<file path="config.mk">
export PLATFORM = sky130hd
export DESIGN_NAME = pfb_branch_unit
export DESIGN_NICKNAME = d
export VERILOG_FILES = /design/src/rtl/pfb_pkg.sv /design/src/rtl/pfb_branch_unit.sv
export SDC_FILE = /design/constraint.sdc
export NUM_CORES = 1
export LEC_CHECK = 0
export BUFFER_PORTS_ARGS = -buffer_cell sky130_fd_sc_hd__buf_2
export CAP_MARGIN = 20
export CORE_MARGIN = 3
export CORE_UTILIZATION = 30
export CTS_CLUSTER_DIAMETER = 120
export DETAILED_ROUTE_END_ITERATION = 7
export PLACE_DENSITY = 0.61
export SYNTH_ARGS = -nofsm -noshare
export SYNTH_HDL_FRONTEND = slang
export SYNTH_SLANG_ARGS = --single-unit
</file>
<file path="constraint.sdc">
create_clock -name CLK_IN -period 3.15 [get_ports CLK_IN]
set_input_delay 0.945 -clock CLK_IN [delete_from_list [all_inputs] [get_ports CLK_IN]]
set_output_delay 0.945 -clock CLK_IN [all_outputs]
set_load 0.05 [all_outputs]
</file>
<file path="src/rtl/pfb_pkg.sv">
// Package for the program-flow branch unit: operation codes, status bit
// positions, cycle counts and the issue / state carriers.
// Assumes an 8-bit core that decodes instructions elsewhere on one clock.
`default_nettype none

package pfb_pkg;

	// ----------------------------------------------------------------
	// Widths
	// ----------------------------------------------------------------
	localparam int PC_W   = 16;
	localparam int OFS_W  = 12;
	localparam int CNT_W  = 3;

	// ----------------------------------------------------------------
	// Status flag bit positions
	// ----------------------------------------------------------------
	localparam int FLAG_C = 0;
	localparam int FLAG_Z = 1;
	localparam int FLAG_N = 2;
	localparam int FLAG_V = 3;
	localparam int FLAG_S = 4;
	localparam int FLAG_H = 5;
	localparam int FLAG_T = 6;
	localparam int FLAG_I = 7;

	// ----------------------------------------------------------------
	// Cycle counts
	// ----------------------------------------------------------------
	localparam logic [CNT_W-1:0] CYC_ONE   = 3'h1;
	localparam logic [CNT_W-1:0] CYC_TWO   = 3'h2;
	localparam logic [CNT_W-1:0] CYC_THREE = 3'h3;
	localparam logic [CNT_W-1:0] CYC_FOUR  = 3'h4;

	// ----------------------------------------------------------------
	// Reset values
	// ----------------------------------------------------------------
	localparam logic [PC_W-1:0]  PC_RESET   = 16'h0000;
	localparam logic [7:0]       FLAGS_RESET = 8'h00;

	// ----------------------------------------------------------------
	// Operations
	// ----------------------------------------------------------------
	typedef enum logic [4:0] {
		relative_jump_op,
		indirect_jump_op,
		absolute_jump_op,
		relative_subroutine_invoke_op,
		indirect_subroutine_invoke_op,
		direct_subroutine_invoke_op,
		subroutine_exit_op,
		interrupt_exit_op,
		compare_skip_equal_op,
		compare_op,
		compare_carry_op,
		compare_immediate_op,
		skip_reg_bit_clear_op,
		skip_reg_bit_set_op,
		skip_io_bit_clear_op,
		skip_io_bit_set_op,
		branch_flag_set_op,
		branch_flag_clear_op,
		branch_unsigned_ge_op,
		branch_signed_ge_op,
		branch_signed_lt_op,
		branch_half_carry_set_op,
		branch_half_carry_clear_op,
		branch_transfer_bit_clear_op,
		branch_overflow_set_op,
		branch_overflow_clear_op,
		no_flow_op
	} pfb_op_t;

	// Decoded instruction handed over by the decoder
	typedef struct packed {
		logic                    valid;
		pfb_op_t                 op;
		logic signed [OFS_W-1:0] offset;       // k, sign-extended
		logic [2:0]              bit_sel;      // b or s
		logic [7:0]              rd_val;
		logic [7:0]              rr_val;       // also the immediate K
		logic [7:0]              io_val;
		logic [PC_W-1:0]         target;       // absolute jump / invoke
		logic                    next_two_word;
	} pfb_issue_t;

	// Whole state of the unit
	typedef struct packed {
		logic [PC_W-1:0]  pc;
		logic [PC_W-1:0]  pend_pc;
		logic [7:0]       flags;
		logic [7:0]       pend_flags;
		logic             pend_flags_we;
		logic [CNT_W-1:0] cnt;
		logic             busy;
		logic             done;
		logic             flags_we;
		logic             push;
		logic [PC_W-1:0]  ret_addr;
	} pfb_state_t;

endpackage : pfb_pkg

`default_nettype wire

</file>
<file path="src/rtl/pfb_branch_unit.sv">
// Program-flow branch unit: jumps, invokes, exits, compares, skips and
// flag branches with their cycle counts. Keeps the program counter.
// Assumes operands, status flags, Z and stack word arrive from same-clock
// core logic, and that the decoder holds off issue while BUSY_OUT is high.
//
// Notes on behaviour
// RULE1: Indirect jump loads PC from Z, no flag change, 2 cycles.
// RULE2: Indirect invoke sets PC to Z, flags untouched, 3 cycles.
// RULE3: Compare-skip-equal skips next instruction when equal, 1/2/3 cycles.
// RULE4: Compare-immediate sets Z,N,V,C,H from Rd minus K, one cycle.
// RULE5: Skip when register bit clear, PC plus 2 or 3, 1/2/3 cycles.
// RULE6: Skip when register bit set, PC plus 2 or 3, 1/2/3 cycles.
// RULE7: Skip when I/O bit clear, PC plus 2 or 3, 1/2/3 cycles.
// RULE8: Skip when I/O bit set, PC plus 2 or 3.
// RULE9: Branch when flag s set, PC plus k plus 1, 1/2 cycles.
// RULE10: Branch when flag s clear, PC plus k plus 1, 1/2 cycles.
// RULE11: Branch when carry clear, PC plus k plus 1, 1/2 cycles.
// RULE12: Branch when N xor V is 0.
// RULE13: Branch when N xor V is 1, 1/2 cycles.
// RULE14: Branch when half-carry set, 1 cycle untaken, 2 taken.
// RULE15: Branch when half-carry clear, 1/2 cycles.
// RULE16: Branch when T flag clear, 1/2 cycles.
// RULE17: Branch when overflow set, 1/2 cycles, no flag change.
// RULE18: Branch when overflow clear, 1/2 cycles.
// RULE19: Relative jump 2, absolute 3, relative invoke 3, direct invoke 4 cycles.
// RULE20: Exits reload PC from stack in 4 cycles; interrupt exit sets I.
`default_nettype none

module pfb_branch_unit (
	input  wire logic                  CLK_IN,
	input  wire logic                  RESETN_IN,
	input  wire pfb_pkg::pfb_issue_t   ISSUE_IN,
	input  wire logic [7:0]            FLAGS_IN,
	input  wire logic [pfb_pkg::PC_W-1:0] Z_PTR_IN,
	input  wire logic [pfb_pkg::PC_W-1:0] STACK_IN,
	output var  logic [pfb_pkg::PC_W-1:0] PC_OUT,
	output var  logic [7:0]            FLAGS_OUT,
	output var  logic                  FLAGS_WE_OUT,
	output var  logic                  BUSY_OUT,
	output var  logic                  DONE_OUT,
	output var  logic                  PUSH_OUT,
	output var  logic [pfb_pkg::PC_W-1:0] RET_ADDR_OUT
);
	import pfb_pkg::*;

	// ----------------------------------------------------------------
	// Helpers
	// ----------------------------------------------------------------

	// Subtract-and-compare flag update; Z is sticky-low for the carry form
	function automatic logic [7:0] cmp_flags(input logic [7:0] a, input logic [7:0] b,
			input logic cin, input logic chain_z, input logic [7:0] fin);
		logic [7:0] r;
		logic [7:0] f;
		r = a - b - {7'h00, cin};
		f = fin;
		f[FLAG_H] = (~a[3] & b[3]) | (b[3] & r[3]) | (r[3] & ~a[3]);
		f[FLAG_V] = (a[7] & ~b[7] & ~r[7]) | (~a[7] & b[7] & r[7]);
		f[FLAG_N] = r[7];
		f[FLAG_Z] = chain_z ? (~|r & fin[FLAG_Z]) : ~|r;
		f[FLAG_C] = (~a[7] & b[7]) | (b[7] & r[7]) | (r[7] & ~a[7]);
		return f;
	endfunction

	// Skip distance depends on the width of the instruction skipped
	function automatic logic [PC_W-1:0] skip_pc(input logic [PC_W-1:0] pc,
			input logic two_word);
		return pc + (two_word ? 16'h0003 : 16'h0002);
	endfunction

	function automatic logic [CNT_W-1:0] skip_cyc(input logic two_word);
		return two_word ? CYC_THREE : CYC_TWO;
	endfunction

	// ----------------------------------------------------------------
	// State
	// ----------------------------------------------------------------
	pfb_state_t s_q;
	pfb_state_t s_d;

	logic [PC_W-1:0] pc_next_seq;
	logic [PC_W-1:0] pc_rel;
	logic            take;
	logic            is_skip;
	logic            is_branch;
	logic [PC_W-1:0] new_pc;
	logic [7:0]      new_flags;
	logic            new_flags_we;
	logic [CNT_W-1:0] cyc;
	logic            new_push;

	always_comb begin
		pc_next_seq  = s_q.pc + 16'h0001;
		pc_rel       = pc_next_seq + PC_W'(ISSUE_IN.offset);
		take         = 1'b0;
		is_skip      = 1'b0;
		is_branch    = 1'b0;
		new_pc       = pc_next_seq;
		new_flags    = FLAGS_IN;
		new_flags_we = 1'b0;
		cyc          = CYC_ONE;
		new_push     = 1'b0;

		unique case (ISSUE_IN.op)
			relative_jump_op: begin
				new_pc = pc_rel;
				cyc    = CYC_TWO;                                   // [RULE19]
			end
			indirect_jump_op: begin
				new_pc = Z_PTR_IN;                                  // [RULE1]
				cyc    = CYC_TWO;                                   // [RULE1]
			end
			absolute_jump_op: begin
				new_pc = ISSUE_IN.target;
				cyc    = CYC_THREE;                                 // [RULE19]
			end
			relative_subroutine_invoke_op: begin
				new_pc   = pc_rel;
				new_push = 1'b1;
				cyc      = CYC_THREE;                               // [RULE19]
			end
			indirect_subroutine_invoke_op: begin
				new_pc   = Z_PTR_IN;                                // [RULE2]
				new_push = 1'b1;
				cyc      = CYC_THREE;                               // [RULE2]
			end
			direct_subroutine_invoke_op: begin
				// Two-word instruction: return lands past the address word
				new_pc   = ISSUE_IN.target;
				new_push = 1'b1;
				cyc      = CYC_FOUR;                                // [RULE19]
			end
			subroutine_exit_op: begin
				new_pc = STACK_IN;                                  // [RULE20]
				cyc    = CYC_FOUR;                                  // [RULE20]
			end
			interrupt_exit_op: begin
				new_pc               = STACK_IN;                    // [RULE20]
				new_flags[FLAG_I]    = 1'b1;                        // [RULE20]
				new_flags_we         = 1'b1;
				cyc                  = CYC_FOUR;                    // [RULE20]
			end
			compare_skip_equal_op: begin
				is_skip = 1'b1;
				take    = ISSUE_IN.rd_val == ISSUE_IN.rr_val;       // [RULE3]
			end
			compare_op: begin
				new_flags    = cmp_flags(ISSUE_IN.rd_val, ISSUE_IN.rr_val, 1'b0, 1'b0,
					FLAGS_IN);
				new_flags_we = 1'b1;
			end
			compare_carry_op: begin
				new_flags    = cmp_flags(ISSUE_IN.rd_val, ISSUE_IN.rr_val,
					FLAGS_IN[FLAG_C], 1'b1, FLAGS_IN);
				new_flags_we = 1'b1;
			end
			compare_immediate_op: begin
				// No register write-back leaves this unit
				new_flags    = cmp_flags(ISSUE_IN.rd_val, ISSUE_IN.rr_val, 1'b0, 1'b0,
					FLAGS_IN);                                      // [RULE4]
				new_flags_we = 1'b1;                                // [RULE4]
			end
			skip_reg_bit_clear_op: begin
				is_skip = 1'b1;
				take    = ~ISSUE_IN.rr_val[ISSUE_IN.bit_sel];       // [RULE5]
			end
			skip_reg_bit_set_op: begin
				is_skip = 1'b1;
				take    = ISSUE_IN.rr_val[ISSUE_IN.bit_sel];        // [RULE6]
			end
			skip_io_bit_clear_op: begin
				is_skip = 1'b1;
				take    = ~ISSUE_IN.io_val[ISSUE_IN.bit_sel];       // [RULE7]
			end
			skip_io_bit_set_op: begin
				is_skip = 1'b1;
				take    = ISSUE_IN.io_val[ISSUE_IN.bit_sel];        // [RULE8]
			end
			branch_flag_set_op: begin
				is_branch = 1'b1;
				take      = FLAGS_IN[ISSUE_IN.bit_sel];             // [RULE9]
			end
			branch_flag_clear_op: begin
				is_branch = 1'b1;
				take      = ~FLAGS_IN[ISSUE_IN.bit_sel];            // [RULE10]
			end
			branch_unsigned_ge_op: begin
				is_branch = 1'b1;
				take      = ~FLAGS_IN[FLAG_C];                      // [RULE11]
			end
			branch_signed_ge_op: begin
				is_branch = 1'b1;
				take      = ~(FLAGS_IN[FLAG_N] ^ FLAGS_IN[FLAG_V]); // [RULE12]
			end
			branch_signed_lt_op: begin
				is_branch = 1'b1;
				take      = FLAGS_IN[FLAG_N] ^ FLAGS_IN[FLAG_V];    // [RULE13]
			end
			branch_half_carry_set_op: begin
				is_branch = 1'b1;
				take      = FLAGS_IN[FLAG_H];                       // [RULE14]
			end
			branch_half_carry_clear_op: begin
				is_branch = 1'b1;
				take      = ~FLAGS_IN[FLAG_H];                      // [RULE15]
			end
			branch_transfer_bit_clear_op: begin
				is_branch = 1'b1;
				take      = ~FLAGS_IN[FLAG_T];                      // [RULE16]
			end
			branch_overflow_set_op: begin
				is_branch = 1'b1;
				take      = FLAGS_IN[FLAG_V];                       // [RULE17]
			end
			branch_overflow_clear_op: begin
				is_branch = 1'b1;
				take      = ~FLAGS_IN[FLAG_V];                      // [RULE18]
			end
			no_flow_op: begin
			end
			default: begin
			end
		endcase

		// Skips: PC plus 2 or 3 and 2 or 3 cycles when taken
		if (is_skip && take) begin
			new_pc = skip_pc(s_q.pc, ISSUE_IN.next_two_word);       // [RULE3] [RULE5] [RULE7]
			cyc    = skip_cyc(ISSUE_IN.next_two_word);              // [RULE6] [RULE8]
		end
		// Branches: PC plus k plus 1, one extra cycle when taken
		if (is_branch && take) begin
			new_pc = pc_rel;                                        // [RULE9] [RULE10] [RULE11]
			cyc    = CYC_TWO;                                       // [RULE13] [RULE14] [RULE17]
		end
	end

	// ----------------------------------------------------------------
	// Sequencer
	// ----------------------------------------------------------------
	// Results are held back until the last cycle so the PC the fetch
	// side sees never moves mid-instruction.
	always_comb begin
		s_d          = s_q;
		s_d.done     = 1'b0;
		s_d.flags_we = 1'b0;
		s_d.push     = 1'b0;

		if (s_q.busy) begin
			s_d.cnt = s_q.cnt - CYC_ONE;
			if (s_q.cnt == CYC_ONE) begin
				s_d.busy     = 1'b0;
				s_d.done     = 1'b1;
				s_d.pc       = s_q.pend_pc;
				s_d.flags    = s_q.pend_flags;
				s_d.flags_we = s_q.pend_flags_we;
			end
		end else if (ISSUE_IN.valid) begin
			// Return address and push go out on the issue cycle
			s_d.push     = new_push;
			s_d.ret_addr = (ISSUE_IN.op == direct_subroutine_invoke_op) ?
				s_q.pc + 16'h0002 : pc_next_seq;
			if (cyc == CYC_ONE) begin
				s_d.done     = 1'b1;
				s_d.pc       = new_pc;
				s_d.flags    = new_flags;
				s_d.flags_we = new_flags_we;
			end else begin
				s_d.busy          = 1'b1;
				s_d.cnt           = cyc - CYC_ONE;
				s_d.pend_pc       = new_pc;
				s_d.pend_flags    = new_flags;
				s_d.pend_flags_we = new_flags_we;
			end
		end
	end

	always_ff @(posedge CLK_IN or negedge RESETN_IN) begin
		if (!RESETN_IN) begin
			s_q <= '{pc: PC_RESET, pend_pc: PC_RESET, flags: FLAGS_RESET,
				pend_flags: FLAGS_RESET, pend_flags_we: 1'b0, cnt: '0, busy: 1'b0,
				done: 1'b0, flags_we: 1'b0, push: 1'b0, ret_addr: PC_RESET};
		end else begin
			s_q <= s_d;
		end
	end

	// ----------------------------------------------------------------
	// Outputs
	// ----------------------------------------------------------------
	assign PC_OUT       = s_q.pc;
	assign FLAGS_OUT    = s_q.flags;
	assign FLAGS_WE_OUT = s_q.flags_we;
	assign BUSY_OUT     = s_q.busy;
	assign DONE_OUT     = s_q.done;
	assign PUSH_OUT     = s_q.push;
	assign RET_ADDR_OUT = s_q.ret_addr;

endmodule // pfb_branch_unit

`default_nettype wire

</file>
==> impl_metrics.json <==
{
  "gr-total-overflow": 0,
  "finalWirelength_um": 25700,
  "cap_violations": 0,
  "start_util_pct": 30.8,
  "clkPwrFrac_pct": 13.3,
  "syn_area_um2": 6760,
  "power_density_nw_per_um2": 824,
  "routedWlPerCell_um": 18.2,
  "final_common_cell": "buf_4",
  "fin_crit_ns": 3.80,
  "crit_path_max_fanout": 7,
  "violations": "negative setup slack",
  "synth_area_per_cell_um2": 7.98,
  "dp_slack_ns": -1.24,
  "min_path_type": "reg -> reg",
  "viasPerCell": 5.22,
  "slew_headroom_pct": 36.6,
  "antenna_found_initial": 0,
  "setup_viol": 55,
  "crit_family": "simple AND/OR/NAND/NOR gates",
  "port-buffer-count": 147,
  "cts_buffer_depth": 2,
  "path_buf_inv": 3,
  "cts_hold_buf": 0,
  "ir_drop_v": 0.000397,
  "grt_max_degree": 73,
  "gr-usage-all-layers_pct": 20.6,
  "arrival_ns": 4.03,
  "place_congestion": 0.940,
  "chipWidth_um": 156,
  "cts_tree": "built",
  "clk_pin_slew_ns": 0.06,
  "fp.coreArea_um2": 22000,
  "slowest_stage": "or4_4",
  "synth_largest_area_cell": "dfrtp_1",
  "grt_pass1_vias": 7160,
  "synth_area_leaders": "dfrtp_1 27%, ha_1 7.6%, nand2_1 6.9%",
  "async_flop_share_pct": 100,
  "syn_nets": 997,
  "min_period_over_period_pct": 121,
  "comb_power_share_pct": 65.5,
  "ys_warn_count": 0,
  "p_int_w": 0.00414,
  "synth_edf_count": 0,
  "tightest_slew_ns": 0.950,
  "r2r_setup_slack_ns": -0.13,
  "critPathMaxStageDelay_ns": 0.59,
  "utilization_pct": 44.5,
  "synthFlopType": "dfrtp_1",
  "insertion_delay_ns": 0.35,
  "drt_pre_antenna_iters": 7,
  "drive_gt1_share_pct": 41.1,
  "max_freq_ghz": 0.263,
  "critPathKind": "in -> reg",
  "p_leak_nw": 4.71,
  "syn2layout_area_growth_pct": 44.5,
  "ctsRootBufferMaster": "clkbuf_16",
  "ys_types": 73,
  "worstPathRequired_ns": 3.38,
  "p_sw_w": 0.00392,
  "p_sw_share_pct": 48.6,
  "path_cells": "buf_16 > mux2i_1 > mux4_2 > mux2i_2 > or4_4 > o21ai_4 > o211ai_1 > inv_1 > ha_2 > or3b_4 > nor2_4 > nor2_4 > buf_4 > a221oi_2 > nor2_1",
  "final_cell_mix": "198 x buf_4, 145 x buf_2, 97 x nand2_1, 72 x dfrtp_1, 54 x nor2_1",
  "cp_common_cell": "nor2_4",
  "grt_pass1_wl_um": 39000,
  "status": "finished, violations left",
  "fin_ws_ns": -0.651,
  "die_h_um": 156,
  "ys_ff_latch": 72,
  "nets": 1281,
  "antenna_cells": 0,
  "endpoint_kind": "flop",
  "syn_inst": 848,
  "synth_top_area_share_pct": 26.6,
  "fin_skew_ns": 0.0104,
  "final_antenna_net_count": 0,
  "rsz0062_at_grt": "yes",
  "vias": 7390,
  "final-hold-violation-count": 0,
  "final_max_slew_viol_count": 0,
  "dp.final_hpwl_um": 20300,
  "cts.sinks": 72,
  "cp-start-kind": "primary input",
  "htreeDepth": 3,
  "rows": 54,
  "numCtsBuffers": 9,
  "seq_area_frac_synth_pct": 26.6,
  "seqPwrFrac_pct": 21.2,
  "drt_iter0_drc": 517,
  "drc": 0,
  "io_pins": 148,
  "dieArea_um2": 24400
}
[layer usage]
layer	wire, um	GRT usage [%]
met1	10900	28.1
met3	2170	4.19
met5	0	0
met2	11900	32.4
met4	755	7.21
[path summary, 6_finish.rpt]
| check | from | to | cells after the start |
|---|---|---|---|
| worst min register to register | RET_ADDR_OUT[15] | RET_ADDR_OUT[15] | 2 |
| worst max register to register | PC_OUT[1] | PC_OUT[14] | 16 |
| max in group asynchronous | RESETN_IN | PC_OUT[10] | 1 |
| worst max-delay path | ISSUE_IN[42] | FLAGS_OUT[1] | 15 |
| worst min-delay path | RET_ADDR_OUT[15] | RET_ADDR_OUT[15] | 2 |
| min in group asynchronous | RESETN_IN | RET_ADDR_OUT[0] | 1 |
[power groups by stage]
stage | clock network [W] | logic (W) | registers [W]
floorplan | 0 | 0.00327 | 0.00158
global placement | 0 | 0.00483 | 0.00166
detailed placement | 0 | 0.00487 | 0.00167
CTS | 0.00109 | 0.00501 | 0.00166
global route | 0.00113 | 0.00568 | 0.00176
finish | 0.00107 | 0.00528 | 0.00171
[final cells by class]
cell class	instances	area [um2]
fillers	2184	12200
well taps	280	350
clock buffers	9	225
repair buffers	363	2560
clock inverters	7	83.8
inverters	34	130
multi-input cells	652	4620
flip-flops and latches	72	1800
[registers in the layout, summed over array words and instances (netlist names)]
register,count
BUSY_OUT,1
RET_ADDR_OUT,16
FLAGS_WE_OUT,1
FLAGS_OUT,8
s_q,28
DONE_OUT,1
PUSH_OUT,1
PC_OUT,16
[metrics by stage]
| stage | cell area [um2] | std cells | total power [W] | hold slack, ns | setup TNS (ns) |
|---|---|---|---|---|---|
| floorplan | 6810 | 848 | 0.00485 | 0.441 | -46.71 |
| global placement | 8890 | 1384 | 0.00649 | 0.453 | -54.62 |
| detailed placement | 8890 | 1384 | 0.00654 | 0.466 | -61.02 |
| CTS | 9460 | 1412 | 0.00776 | 0.479 | -24.19 |
| global route | 9770 | 1417 | 0.00857 | 0.497 | -35.72 |
| finish | 9770 | 1417 | 0.00806 | 0.473 | -29.85 |
[Yosys cell counts, drive strengths merged (3+ instances only)]
master	instances
nand2	127
o21ai	78
dfrtp	72
nor2	63
buf	54
a21oi	46
ha	41
clkbuf	37
inv	34
xnor2	33
xor2	31
mux2i	26
nand3	20
and3	15
a221oi	14
nor3	13
a21o	10
o211ai	9
a211oi	7
a221o	7
a31oi	7
nand2b	7
o31ai	6
a22oi	5
and2	5
nand3b	5
nand4	5
nor2b	5
nor4	5
a222oi	4
and4	4
fa	4
nor3b	4
a22o	3
mux2	3
mux4	3
o22a	3
[what timing repair did]
action,4_1_cts,5_1_grt
endpoints found under the setup margin,55,55
resized for setup,28,79
cloned,4,1
buffers inserted,9,6
pin swaps,15,29
[logic make-up after synthesis]
family,after synthesis,share of synthesized area [%]
xor+xnor,64,8.29
simple gates,286,19.6
compound gates,224,21.6
mux,32,5.35
buf+inv,125,9.80
fa+ha+maj,45,8.77
flops,72,26.6
[worst min-delay path: stages, from the launching register on]
cell and delay [ns]:
dfrtp_1 0.34, nand2_1 0.04, o21ai_0 0.06
Note: power is estimated with default switching activity, not from simulation.
